==> src/core/acs_pkg.sv <==
// shared constants and types of the converter control block
package acs_pkg;

  // bus geometry
  localparam int ACS_DATA_W = 32;
  localparam int ACS_ADDR_W = 12;
  localparam int ACS_BYTE_W = 8;

  // converter geometry
  localparam int ACS_RES_W = 10;
  localparam int ACS_CH_W  = 4;
  localparam int ACS_HI_W  = 8;
  localparam int ACS_LO_W  = 2;

  // register indices; byte address is four times the index
  localparam logic [7:0] ACS_IDX_CSR   = 8'h70;
  localparam logic [7:0] ACS_IDX_UPPER = 8'h71;
  localparam logic [7:0] ACS_IDX_LOWER = 8'h72;
  localparam logic [7:0] ACS_IDX_IRQST = 8'h74;
  localparam logic [7:0] ACS_IDX_IRQMK = 8'h75;
  localparam logic [ACS_ADDR_W-1:0] ACS_ADDR_CSR   = {2'h0, ACS_IDX_CSR, 2'h0};
  localparam logic [ACS_ADDR_W-1:0] ACS_ADDR_UPPER = {2'h0, ACS_IDX_UPPER, 2'h0};
  localparam logic [ACS_ADDR_W-1:0] ACS_ADDR_LOWER = {2'h0, ACS_IDX_LOWER, 2'h0};
  localparam logic [ACS_ADDR_W-1:0] ACS_ADDR_IRQST = {2'h0, ACS_IDX_IRQST, 2'h0};
  localparam logic [ACS_ADDR_W-1:0] ACS_ADDR_IRQMK = {2'h0, ACS_IDX_IRQMK, 2'h0};

  // control/status field positions
  localparam int ACS_CSR_EOC   = 7;
  localparam int ACS_CSR_SPEED = 6;
  localparam int ACS_CSR_EN    = 5;
  localparam int ACS_CSR_CH_LO = 0;

  // interrupt status/mask bit positions
  localparam int ACS_IRQ_W   = 2;
  localparam int ACS_IRQ_EOC = 0;
  localparam int ACS_IRQ_OVR = 1;

  // reset values
  localparam logic [ACS_BYTE_W-1:0] ACS_CSR_RST = 8'h00;
  localparam logic [ACS_RES_W-1:0]  ACS_RES_RST = 10'h000;

  // divider terminal counts: pclk/4 and pclk/2
  localparam logic [1:0] ACS_DIV_SLOW = 2'h3;
  localparam logic [1:0] ACS_DIV_FAST = 2'h1;

  // sequencer states
  typedef enum logic [3:0] {
    ACS_IDLE   = 4'b0001,
    ACS_SAMPLE = 4'b0010,
    ACS_SET    = 4'b0100,
    ACS_CHECK  = 4'b1000
  } acs_state_type;

endpackage

==> src/core/acs_conv_if.sv <==
// link between the register front end and the approximation sequencer
`timescale 1ns/1ps
interface acs_conv_if;
  import acs_pkg::*;

  logic                 tick;
  logic                 run;
  logic                 restart;
  logic                 cmp_above;
  logic                 sample_hold;
  logic [ACS_RES_W-1:0] dac_code;
  logic                 done;
  logic [ACS_RES_W-1:0] result;

  modport ctl (
    output tick,
    output run,
    output restart,
    output cmp_above,
    input  sample_hold,
    input  dac_code,
    input  done,
    input  result
  );

  modport sar (
    input  tick,
    input  run,
    input  restart,
    input  cmp_above,
    output sample_hold,
    output dac_code,
    output done,
    output result
  );
endinterface

==> src/core/acs_sar.sv <==
// successive approximation sequencer, one bit per trial
`timescale 1ns/1ps
module acs_sar #(
  parameter int SAMPLE_TICKS = 4,
  parameter int SETTLE_TICKS = 2
) (
  // clock and reset
  input wire logic pclk,
  input wire logic presetn,
  // front end
  acs_conv_if.sar  cv
);
  import acs_pkg::*;

  // settle must span the comparator synchroniser at pclk/2
  generate
    if (SAMPLE_TICKS < 1 || SAMPLE_TICKS > 15 ||
        SETTLE_TICKS < 2 || SETTLE_TICKS > 15)
    begin : g_bad
      $error("acs_sar: tick counts out of range");
    end
  endgenerate

  localparam logic [3:0] SAMPLE_LAST = 4'(SAMPLE_TICKS - 1);
  localparam logic [3:0] SETTLE_LAST = 4'(SETTLE_TICKS - 1);
  localparam logic [3:0] MSB_IDX     = 4'(ACS_RES_W - 1);

  acs_state_type        state;
  logic [3:0]           bit_idx;
  logic [3:0]           cnt;
  logic [ACS_RES_W-1:0] code;

  wire logic [ACS_RES_W-1:0] one_hot = ACS_RES_W'(1) << bit_idx;
  // a low comparator drops the trial bit; always-high gives all ones,
  // always-low gives zero, so out-of-range inputs clamp
  wire logic [ACS_RES_W-1:0] kept =
    cv.cmp_above ? code : (code & ~one_hot);
  wire logic sample_end = cv.tick && (cnt == SAMPLE_LAST);
  wire logic settle_end = cv.tick && (cnt == SETTLE_LAST);

  assign cv.dac_code    = code;
  assign cv.sample_hold = (state == ACS_SAMPLE);

  always_ff @(posedge pclk or negedge presetn)
  begin
    if (!presetn)
    begin
      state   <= ACS_IDLE;
      bit_idx <= 4'h0;
      cnt     <= 4'h0;
      code    <= ACS_RES_RST;
      cv.done <= 1'b0;
      cv.result <= ACS_RES_RST;
    end
    else if (!cv.run || cv.restart)
    begin
      // abort: a restart begins a new sample at once
      state   <= cv.run ? ACS_SAMPLE : ACS_IDLE;
      cnt     <= 4'h0;
      code    <= ACS_RES_RST;
      cv.done <= 1'b0;
    end
    else
    begin
      cv.done <= 1'b0;
      case (state)
        ACS_IDLE:
        begin
          state <= ACS_SAMPLE;
          cnt   <= 4'h0;
        end
        ACS_SAMPLE:
        begin
          if (sample_end)
          begin
            state   <= ACS_SET;
            bit_idx <= MSB_IDX;
            code    <= ACS_RES_RST;
          end
          else if (cv.tick)
            cnt <= cnt + 4'h1;
        end
        ACS_SET:
        begin
          if (cv.tick)
          begin
            code  <= code | one_hot;
            cnt   <= 4'h0;
            state <= ACS_CHECK;
          end
        end
        ACS_CHECK:
        begin
          if (settle_end)
          begin
            code <= kept;
            if (bit_idx == 4'h0)
            begin
              cv.done   <= 1'b1;
              cv.result <= kept;
              cnt       <= 4'h0;
              state     <= ACS_SAMPLE;
            end
            else
            begin
              bit_idx <= bit_idx - 4'h1;
              state   <= ACS_SET;
            end
          end
          else if (cv.tick)
            cnt <= cnt + 4'h1;
        end
        default:
          state <= ACS_IDLE;
      endcase
    end
  end
endmodule

==> src/core/acs_top.sv <==
// converter control/status front end with apb slave and result registers
//
// How it works
// input above high reference reads full scale
// input below low reference reads zero
// enable starts back-to-back conversions of channel
// each conversion stores result and sets flag
// upper read or control write clears flag
// software reads both bytes before next result
// ten bits: poll, read lower, then upper
// eight bits: poll, then read upper only
// channel change aborts, clears flag, restarts
// idle mode leaves converter running unchanged
// halt disables converter; software waits to settle
// control resets zero; flag read-only; bit4 zero
// speed bit picks clock divide by 2/4
// enable bit powers converter and starts conversion
// channel select is plain binary index 0..15
// upper holds bits 9:2, lower bits 1:0
// fixed cycles per conversion, one update each
`timescale 1ns/1ps
module acs_top #(
  parameter int SAMPLE_TICKS = 4,
  parameter int SETTLE_TICKS = 2
) (
  // clock and reset
  input  wire logic                           pclk,
  input  wire logic                           presetn,
  // apb slave
  input  wire logic [acs_pkg::ACS_ADDR_W-1:0] paddr,
  input  wire logic                           psel,
  input  wire logic                           penable,
  input  wire logic                           pwrite,
  input  wire logic [acs_pkg::ACS_DATA_W-1:0] pwdata,
  input  wire logic [3:0]                     pstrb,
  output logic      [acs_pkg::ACS_DATA_W-1:0] prdata,
  output logic                                pready,
  output logic                                pslverr,
  // analog front end
  input  wire logic                           cmp_above,
  output logic      [acs_pkg::ACS_RES_W-1:0]  dac_code,
  output logic                                sample_hold,
  output logic      [acs_pkg::ACS_CH_W-1:0]   channel_select,
  output logic                                converter_power,
  // power mode
  input  wire logic                           halt_mode,
  // interrupt
  output logic                                irq
);
  import acs_pkg::*;

  generate
    if (ACS_DATA_W != 32 || ACS_RES_W != ACS_HI_W + ACS_LO_W)
    begin : g_bad
      $error("acs_top: bus or result geometry not supported");
    end
  endgenerate

  // settle must span the comparator synchroniser at pclk/2
  generate
    if (SAMPLE_TICKS < 1 || SAMPLE_TICKS > 15 ||
        SETTLE_TICKS < 2 || SETTLE_TICKS > 15)
    begin : g_bad_ticks
      $error("acs_top: tick counts out of range");
    end
  endgenerate

  acs_conv_if cv ();

  acs_sar #(
    .SAMPLE_TICKS (SAMPLE_TICKS),
    .SETTLE_TICKS (SETTLE_TICKS)
  ) u_sar (
    .pclk    (pclk),
    .presetn (presetn),
    .cv      (cv)
  );

  // ------------------------------------------------------------------
  // state
  logic                  conv_done;
  logic                  speed;
  logic                  enable;
  logic [ACS_CH_W-1:0]   channel;
  logic [ACS_HI_W-1:0]   result_upper_byte;
  logic [ACS_LO_W-1:0]   result_lower_bits;
  logic [ACS_IRQ_W-1:0]  irq_status;
  logic [ACS_IRQ_W-1:0]  irq_mask;
  logic [1:0]            div_cnt;
  logic                  tick;
  logic                  run;
  logic                  restart;
  logic                  halt_meta;
  logic                  halt_sync;
  logic                  cmp_meta;
  logic                  cmp_sync;

  // ------------------------------------------------------------------
  // address decode
  function automatic logic hit(input logic [ACS_ADDR_W-1:0] a,
                               input logic [ACS_ADDR_W-1:0] r);
    hit = (a == r);
  endfunction

  function automatic logic [ACS_BYTE_W-1:0] pad_irq(
    input logic [ACS_IRQ_W-1:0] v);
    pad_irq = {{(ACS_BYTE_W-ACS_IRQ_W){1'b0}}, v};
  endfunction

  wire logic sel_csr   = hit(paddr, ACS_ADDR_CSR);
  wire logic sel_upper = hit(paddr, ACS_ADDR_UPPER);
  wire logic sel_lower = hit(paddr, ACS_ADDR_LOWER);
  wire logic sel_irqst = hit(paddr, ACS_ADDR_IRQST);
  wire logic sel_irqmk = hit(paddr, ACS_ADDR_IRQMK);
  wire logic sel_any   = sel_csr | sel_upper | sel_lower |
                         sel_irqst | sel_irqmk;

  // no wait state: data are captured in setup, taken in access
  wire logic setup_ph  = psel && !penable;
  wire logic access_ph = psel && penable;
  wire logic wr_take   = access_ph && pwrite && sel_any;
  wire logic rd_take   = access_ph && !pwrite;
  wire logic lane0     = pstrb[0];

  assign pready  = access_ph;
  assign pslverr = access_ph && !sel_any;

  wire logic csr_wr   = wr_take && sel_csr && lane0;
  wire logic irqst_wr = wr_take && sel_irqst && lane0;
  wire logic irqmk_wr = wr_take && sel_irqmk && lane0;
  wire logic upper_rd = rd_take && sel_upper;

  // ------------------------------------------------------------------
  // control/status write fields
  wire logic                new_speed = pwdata[ACS_CSR_SPEED];
  wire logic                new_en    = pwdata[ACS_CSR_EN];
  wire logic [ACS_CH_W-1:0] new_ch    =
    pwdata[ACS_CSR_CH_LO +: ACS_CH_W];

  // channel change on a running converter restarts it
  wire logic next_restart =
    csr_wr && enable && new_en && (new_ch != channel);

  // halt forces the converter off whatever the enable says
  wire logic next_run =
    (csr_wr ? new_en : enable) && !halt_sync;

  // flag: hardware set wins over any clear in the same cycle
  wire logic flag_clr = upper_rd || csr_wr;
  wire logic next_conv_done =
    cv.done || (conv_done && !flag_clr);

  // result arrives while previous one still unread
  wire logic overrun = cv.done && conv_done && !flag_clr;
  wire logic [ACS_IRQ_W-1:0] irq_event = {overrun, cv.done};
  wire logic [ACS_IRQ_W-1:0] irq_w1c =
    irqst_wr ? pwdata[ACS_IRQ_W-1:0] : {ACS_IRQ_W{1'b0}};
  wire logic [ACS_IRQ_W-1:0] next_irq_status =
    irq_event | (irq_status & ~irq_w1c);

  // ------------------------------------------------------------------
  // read mux; reserved bits read zero
  wire logic [ACS_BYTE_W-1:0] csr_view =
    {conv_done, speed, enable, 1'b0, channel};
  wire logic [ACS_BYTE_W-1:0] lower_view =
    {{(ACS_BYTE_W-ACS_LO_W){1'b0}}, result_lower_bits};

  wire logic [ACS_BYTE_W-1:0] rd_byte =
    sel_csr   ? csr_view :
    sel_upper ? result_upper_byte :
    sel_lower ? lower_view :
    sel_irqst ? pad_irq(irq_status) :
    sel_irqmk ? pad_irq(irq_mask) :
                {ACS_BYTE_W{1'b0}};

  // ------------------------------------------------------------------
  // converter clock: pclk/4 when speed clear, pclk/2 when set
  wire logic [1:0] div_last  = speed ? ACS_DIV_FAST : ACS_DIV_SLOW;
  wire logic       div_wrap  = (div_cnt == div_last);
  wire logic [1:0] next_div  = (!run || div_wrap) ? 2'h0 : div_cnt + 2'h1;
  wire logic       next_tick = run && div_wrap;

  // ------------------------------------------------------------------
  // interface hookup
  assign cv.tick      = tick;
  assign cv.run       = run;
  assign cv.restart   = restart;
  assign cv.cmp_above = cmp_sync;
  assign dac_code     = cv.dac_code;
  assign sample_hold  = cv.sample_hold;
  wire logic [ACS_IRQ_W-1:0] irq_hit = irq_status & irq_mask;
  assign irq          = |irq_hit;

  // ------------------------------------------------------------------
  // pin synchronisers
  // halt request
  always_ff @(posedge pclk or negedge presetn)
  begin
    if (!presetn)
    begin
      halt_meta <= 1'b0;
      halt_sync <= 1'b0;
    end
    else
    begin
      halt_meta <= halt_mode;
      halt_sync <= halt_meta;
    end
  end

  // comparator
  always_ff @(posedge pclk or negedge presetn)
  begin
    if (!presetn)
    begin
      cmp_meta <= 1'b0;
      cmp_sync <= 1'b0;
    end
    else
    begin
      cmp_meta <= cmp_above;
      cmp_sync <= cmp_meta;
    end
  end

  // control/status register
  always_ff @(posedge pclk or negedge presetn)
  begin
    if (!presetn)
      speed <= ACS_CSR_RST[ACS_CSR_SPEED];
    else if (csr_wr)
      speed <= new_speed;
  end

  always_ff @(posedge pclk or negedge presetn)
  begin
    if (!presetn)
      enable <= ACS_CSR_RST[ACS_CSR_EN];
    else if (csr_wr)
      enable <= new_en;
  end

  always_ff @(posedge pclk or negedge presetn)
  begin
    if (!presetn)
      channel <= ACS_CSR_RST[ACS_CSR_CH_LO +: ACS_CH_W];
    else if (csr_wr)
      channel <= new_ch;
  end

  // flag; a finished conversion wins over a clear
  always_ff @(posedge pclk or negedge presetn)
  begin
    if (!presetn)
      conv_done <= ACS_CSR_RST[ACS_CSR_EOC];
    else
      conv_done <= next_conv_done;
  end

  // run control; idle mode has no input here
  always_ff @(posedge pclk or negedge presetn)
  begin
    if (!presetn)
    begin
      run     <= 1'b0;
      restart <= 1'b0;
    end
    else
    begin
      run     <= next_run;
      restart <= next_restart;
    end
  end

  // converter clock divider
  always_ff @(posedge pclk or negedge presetn)
  begin
    if (!presetn)
    begin
      div_cnt <= 2'h0;
      tick    <= 1'b0;
    end
    else
    begin
      div_cnt <= next_div;
      tick    <= next_tick;
    end
  end

  // result registers, updated once per finished conversion
  always_ff @(posedge pclk or negedge presetn)
  begin
    if (!presetn)
      result_upper_byte <= ACS_RES_RST[ACS_RES_W-1:ACS_LO_W];
    else if (cv.done)
      result_upper_byte <= cv.result[ACS_RES_W-1:ACS_LO_W];
  end

  always_ff @(posedge pclk or negedge presetn)
  begin
    if (!presetn)
      result_lower_bits <= ACS_RES_RST[ACS_LO_W-1:0];
    else if (cv.done)
      result_lower_bits <= cv.result[ACS_LO_W-1:0];
  end

  // interrupt status, write one to clear
  always_ff @(posedge pclk or negedge presetn)
  begin
    if (!presetn)
      irq_status <= {ACS_IRQ_W{1'b0}};
    else
      irq_status <= next_irq_status;
  end

  // interrupt mask
  always_ff @(posedge pclk or negedge presetn)
  begin
    if (!presetn)
      irq_mask <= {ACS_IRQ_W{1'b0}};
    else if (irqmk_wr)
      irq_mask <= pwdata[ACS_IRQ_W-1:0];
  end

  // read data captured in the setup cycle
  always_ff @(posedge pclk or negedge presetn)
  begin
    if (!presetn)
      prdata <= {ACS_DATA_W{1'b0}};
    else if (setup_ph && !pwrite)
      prdata <= {{(ACS_DATA_W-ACS_BYTE_W){1'b0}}, rd_byte};
  end

  // channel and power outputs to the analog side come from flops
  always_ff @(posedge pclk or negedge presetn)
  begin
    if (!presetn)
      channel_select <= {ACS_CH_W{1'b0}};
    else
      channel_select <= channel;
  end

  always_ff @(posedge pclk or negedge presetn)
  begin
    if (!presetn)
      converter_power <= 1'b0;
    else
      converter_power <= run;
  end
endmodule

==> config.mk <==
export PLATFORM = sky130hd
export DESIGN_NAME = acs_top
export DESIGN_NICKNAME = d
export VERILOG_FILES = /design/src/core/acs_pkg.sv /design/src/core/acs_conv_if.sv /design/src/core/acs_sar.sv /design/src/core/acs_top.sv
export SDC_FILE = /design/constraint.sdc
export NUM_CORES = 1
export LEC_CHECK = 0
export ABC_AREA = 1
export BUFFER_PORTS_ARGS = -buffer_cell sky130_fd_sc_hd__buf_2
export CAP_MARGIN = 20
export CORE_ASPECT_RATIO = 0.75
export CORE_MARGIN = 2
export CORE_UTILIZATION = 30
export CTS_BUF_LIST = sky130_fd_sc_hd__clkbuf_4 sky130_fd_sc_hd__clkbuf_8
export CTS_CLUSTER_DIAMETER = 80
export CTS_CLUSTER_SIZE = 20
export DETAILED_ROUTE_END_ITERATION = 12
export PLACE_DENSITY = 0.52
export SLEW_MARGIN = 20
export SYNTH_ARGS = -nofsm -noshare
export SYNTH_HDL_FRONTEND = slang
export SYNTH_SLANG_ARGS = --single-unit
==> constraint.sdc <==
create_clock -name pclk -period 4.89 [get_ports pclk]
set_clock_uncertainty 0.15 [all_clocks]
set_input_delay 0.489 -clock pclk [delete_from_list [all_inputs] [get_ports pclk]]
set_output_delay 0.489 -clock pclk [all_outputs]
set_load 0.01 [all_outputs]
### After elaboration in Yosys (flattened, before gate mapping)

Cells that the tools add are included.

* muxes and demuxes: 37
* shift operators: 1
* bitwise operators: 12
* add/subtract/negate cells: 3
* reduce and logical (&&, ||, !) cells: 44
* eq/ne operators: 21

Operator list (number)
* 12-bit by 9-bit == test with 1-bit output, second input constant: 5
* 4-bit 2-to-1 mux: 13
* 10-bit 2-to-1 mux: 5
* 4-bit one-hot mux with 4 select lines: 2
* 10-bit one-hot mux with 3 select lines: 1
* 1-bit logical AND: 24
* 8-bit 2-to-1 mux: 2
* 2-bit 2-to-1 mux: 7
* 4-bit AND reduction: 3
* 10-bit AND: 1
* 10-bit NOT: 1
* 10-bit bitwise OR: 1
* 1-bit by 4-bit << shifter with 10-bit output, first input constant: 1
* 4-bit by 1-bit == test with 1-bit output, second input constant: 2
* 4-bit by 2-bit == test with 1-bit output, second input constant: 2
* 4-bit one-hot mux with 2 select lines: 1
* 1-bit zero test: 6
* 3-bit by 1-bit != test with 1-bit output, second input constant: 2
* 1-bit 2-to-1 mux: 5
* 5-bit AND reduction: 1
* 5-bit nonzero test: 1
* 4-bit by 1-bit adder with 4-bit output, second input constant: 1
* 2-bit AND: 2
* 4-bit by 3-bit == test with 1-bit output, second input constant: 1
* other kinds (21): 28

* logic and storage cells: 143
* output and inout bits: 51
* flip-flop bits (word level): 76
* input port bits: 55

### Longest topological paths before layout

* depth after elaboration: 12
* gate-level depth with buffers: 10
* mapped depth without buffers: 10

### Hierarchy

A second synthesis with hierarchy kept.

* cell total of the unflattened synthesis: 536
* area total of the unflattened synthesis: 4459.3 sq um

Modules (own cells, without submodules)
* acs_sar: sequential area each 827.0 sq um, times used 1, area an instance 2277.2 sq um, cells each 289
* acs_top: sequential area each 1076.0 sq um, times used 1, area an instance 2182.1 sq um, cells each 247

### Least setup slack after synthesis

No wires, ideal clock.

* path type: input-to-output
* start point: input paddr[9] (netlist bit)
* end point: output pslverr
* data required time: 4.251 ns
* path slack: 3.091 ns
* buffers on the path: 1
* stages on the path: 7
* arrival: 1.160 ns
* cell sequence: inv_1 > nand2_1 > nor2_1 > buf_4 > nand3_2 > a21oi_2 > nor2_1

* word-level cells in the longest chain between the ends: 7
* elaborated cells on any way between the ends: 11
* those cells by class: eq/ne (5); bitwise (4); reduce/logical (2)

RTL lines
* start: declaration: line acs_top.sv:30 `input wire logic [acs_pkg::ACS_ADDR_W-1:0] paddr,`
* 12-bit by 9-bit == test with 1-bit output: line acs_top.sv:102 `hit = (a == r);`
* 1-bit bitwise OR (3 in series): line acs_top.sv:115 `wire logic sel_any = sel_csr | sel_upper | sel_lower |`
* 1-bit bitwise OR (*): line acs_top.sv:116 `sel_irqst | sel_irqmk;`
* 1-bit zero test (*): line acs_top.sv:126 `assign pslverr = access_ph && !sel_any;`
* 1-bit logical AND (*): line acs_top.sv:126
* end: declaration: line acs_top.sv:38 `output logic pslverr,`

Mark *: on every way between the ends. The rest lies on a longest branch, timed or not.

### Worst setup path after layout

Ends and elaborated chain as after synthesis.

==> results.txt <==
The deepest clock path buffer count was 2. The flop-to-flop setup slack was 2.49 ns. Once the floorplan was initialized, standard cells occupied 31.1% of the core. The synthesized netlist contains 38 unique library cells. The congestion estimate from routability-driven global placement came to 0.818. The number of DRC violations after detailed routing came out at 0. Gates resized during post-CTS repair numbered 0. The worst max-slew margin expressed relative to the limit came out at 36.2%. Walking the worst path, the cells encountered are buf_2 -> inv_1 -> nand2_1 -> nor2_1 -> nand2_1 -> a21oi_2 -> nor2_1 -> buf_2. The tools report the terminus of the critical flop-to-flop path as u_sar.cv.dac_code[3]. In this run the remaining antenna-violating nets after routing total 0. Wire length of the first global-routing pass: 15400 um. The floorplan step set the die height to 105 um. The largest fanout of any net on the critical path came out at 11.

On the critical path, the stage with the largest delay is an instance of nor2_1. The dominant cell type by area after synthesis is dfrtp_1. After layout, the worst path uses 51.1% of the clock period.

Using the TritonRoute via totals, the vias-per-cell ratio works out to 4.54. Final critical-path required period: 2.50 ns. By area the synthesized netlist is led by dfrtp_1 (46%), nand2_1 (13%), buf_4 (4.8%). TritonCTS built the clock tree.

Timing analysis after detailed placement gives a worst setup slack of 2.16 ns. For the iteration count of the initial detailed-routing pass, the log shows 5. By startpoint and endpoint, the worst setup path is classified as primary input to output pin.

For the worst setup path, the data arrival time is 1.86 ns. Fraction of final layout cells sized beyond drive strength 1: 20.3%. After filler insertion, the fill cell instance count of the layout stands at 1414.

The run gives 0.400 GHz as the maximum frequency from static timing analysis. 0 antenna diodes ended up in the layout. The area growth from synthesis to layout was 13.5%. The placed cell area is 4380 um2, and the die outline area is 14500 um2. The overall routing resource usage is 13.2%, and the slew at the pin with the worst max-slew slack is 0.957 ns. The most frequently used flop master after synthesis is dfrtp_1. STA classifies the critical path startpoint as a primary input.

Setup repair after global routing left no endpoint under its margin. For the synthesized area, the log shows 4070 um2. For the final worst-path setup slack, the log shows 2.39 ns. The quantity of hold-fixing buffers added after cts is 0, and the total count of hold-check failures in the final report is 0. CTS built an H-tree with a depth of 3.

The tools report the clock root buffer master as clkbuf_8. After detailed placement, the design holds a cell count of 697. The share of synthesized registers carrying an async set or reset came out at 100%.

The width of the die came out at 139 um. The number of pins exceeding their max-slew limit in the final report came out at 0. The number of max-capacitance violations reported is 0. Half-perimeter wire length after placement: 6750 um. The critical path endpoint was pslverr. The routed layout has 3234 vias. The count of cells in the finished layout, fillers not included, comes to 713.

The initial antenna violation count was 0; the total number of yosys warnings was 0. Entering global routing, the biggest net connects 77 pins. The via count of the first global-routing pass was 3108. The port buffer count is 52, and the critical path buffer and inverter count is 3. Fraction of post-synthesis cell area in the top cell type by area: 46.1%. Measured on the finished design, the core utilization comes to 35.3%.

The floorplan has 36 rows. The worst hold path belongs to the class primary input to register. The final setup TNS was 0 ns. The number of synthesized flops with an enable pin is 0.

Clock tree synthesis found a total of 76 sinks. The required time of the worst setup path is 4.25 ns. The clock-pin transition on the worst setup and hold timing paths works out to 0.08 ns.

On the critical path the largest part of the delay comes from simple AND/OR/NAND/NOR gates. After the first detailed-routing iteration, the DRC count stood at 224. Counting buffers and inverters, the worst setup path is 8 cells deep. STA classifies the critical path endpoint as an output pin. The routed length per instance came out at 12.8 um.

In this run the mean area of a mapped cell was 8.38 um2. The core region is 13100 um2. The leftover overflow at the end of global routing was 0; the count of cells along the worst register-to-register path was 8. The critical path startpoint was paddr[9]. After technology mapping, the gate count stands at 486. After routing the design area is 4620 um2.

The worst hold path stage count is 1. The worst-case IR drop observed on VDD is 0.155 mV. Power spread over the standard cell area amounts to 273 nW/um2.

Counting flops and latches in the post-synthesis netlist gives 76. The sequential cell area fraction in the yosys report is 46.7%, and the leakage power of the design is 2.34 nW. During I/O placement, the number of pins put on the boundary was 106. The flow ran to the end, and the final reports show no timing, DRC or antenna violations. The tools report the total wire length as 9130 um. The tools report the source of the worst register-to-register timing path as cv.run. For the final-report setup violation count, the log shows 0. Clock latency on the worst-skew pair, taken at its later pin, is 0.35 ns. In the final design database the tool counted 599 nets.

The peak per-stage delay on the critical path was 0.54 ns; the post-CTS setup-driven buffer insertion count was 0. The number of clock buffers added by TritonCTS is 9.
[sequential cells by signal, summed over array words and instances, names as in the netlist, 2 cells and up]
signal and count:
div_cnt 2, channel_select 4, irq_status 2, u_sar.cv.dac_code 10
prdata 8, u_sar.bit_idx 4, irq_mask 2, u_sar.state 4
u_sar.cnt 4, result_lower_bits 2, u_sar.cv.result 10, channel 4
result_upper_byte 8
[where the power goes]
part,switching [mW],internal [mW]
clock,0.232,0.335
combinational,0.0408,0.0177
sequential,0.00450,0.634
[stage by stage]
stage	hold WS [ns]	total power, mW
finish	0.0902	1.26
global route	0.0630	1.32
CTS	0.0683	1.29
detailed placement	0.189	0.710
global placement	0.183	0.708
floorplan	0.0434	0.690
[synth_stat cells, types with 4 or more instances]
cell type	instances
a21oi_1	5
buf_2	4
buf_4	26
dfrtp_1	75
ha_1	7
inv_1	48
nand2_1	136
nand3_1	35
nand3_2	6
nand4_1	8
nor2_1	28
o21ai_0	31
o21ai_1	5
o21ai_2	15
o22ai_1	10
xnor2_1	4
xor2_1	4
[logic make-up (layout without fill, tap and decap cells)]
kind of cell / after synthesis / after routing / share of synthesized area (%)
other: 1 / 24 / 0.0920
DFF: 76 / 76 / 46.7
and+or+nand+nor: 232 / 232 / 26.5
buffers and inverters: 86 / 119 / 11.1
adders and majority gates: 7 / 7 / 2.15
xor gates and xnor gates: 8 / 8 / 1.72
AOI/OAI and AO/OA: 76 / 76 / 11.7
[per-layer routing]
layer,global-route usage (%),wire length [um],up-vias,share of wire [%]
met4,4.08,69,0,0.76
met1,19.7,4700,1524,52
li1,-,-,1625,-
met2,18.3,3890,81,43
met5,0,0,-,0
met3,3.85,460,4,5.0
[final cells by class]
class	instances	area (um2)	area share, %
timing repair buffer	53	270	5.84
multi-input combinational	347	1810	39.1
inverter	50	190	4.11
clock buffer	13	173	3.73
clock inverter	3	67.6	1.46
tap	171	214	4.63
sequential	76	1900	41.2
[cell usage in the layout, fill, tap and decap left out, drive strengths merged]
| master | Yosys | final |
|---|---|---|
| dfrtp | 75 | 75 |
| or2 | 2 | 2 |
| nand2 | 141 | 141 |
| a22o | 1 | 1 |
| a21oi | 6 | 6 |
| o21ai | 51 | 51 |
| nor2 | 32 | 32 |
| clkinvlp | 0 | 1 |
| inv | 50 | 50 |
| xnor2 | 4 | 4 |
| o211ai | 3 | 3 |
| nand4 | 8 | 8 |
| o21a | 3 | 3 |
| xor2 | 4 | 4 |
| ha | 7 | 7 |
| o2111ai | 1 | 1 |
| nor3 | 6 | 6 |
| nand3 | 43 | 43 |
| o31ai | 1 | 1 |
| buf | 33 | 53 |
| clkbuf | 3 | 13 |
| bufinv | 0 | 2 |
| dfstp | 1 | 1 |
| o22ai | 10 | 10 |
| conb | 1 | 24 |
[worst min path at each step]
stage | start | end | slack, ns
3_5_place_dp | halt_meta | halt_sync | 0.19
3_3_place_gp | halt_meta | halt_sync | 0.18
2_1_floorplan | presetn | channel[0] | 0.04
4_1_cts | halt_mode | halt_meta | 0.07
6_report | halt_mode | halt_meta | 0.09
5_1_grt | cmp_above | cmp_meta | 0.06
Note: power is estimated with default switching activity, not from simulation.
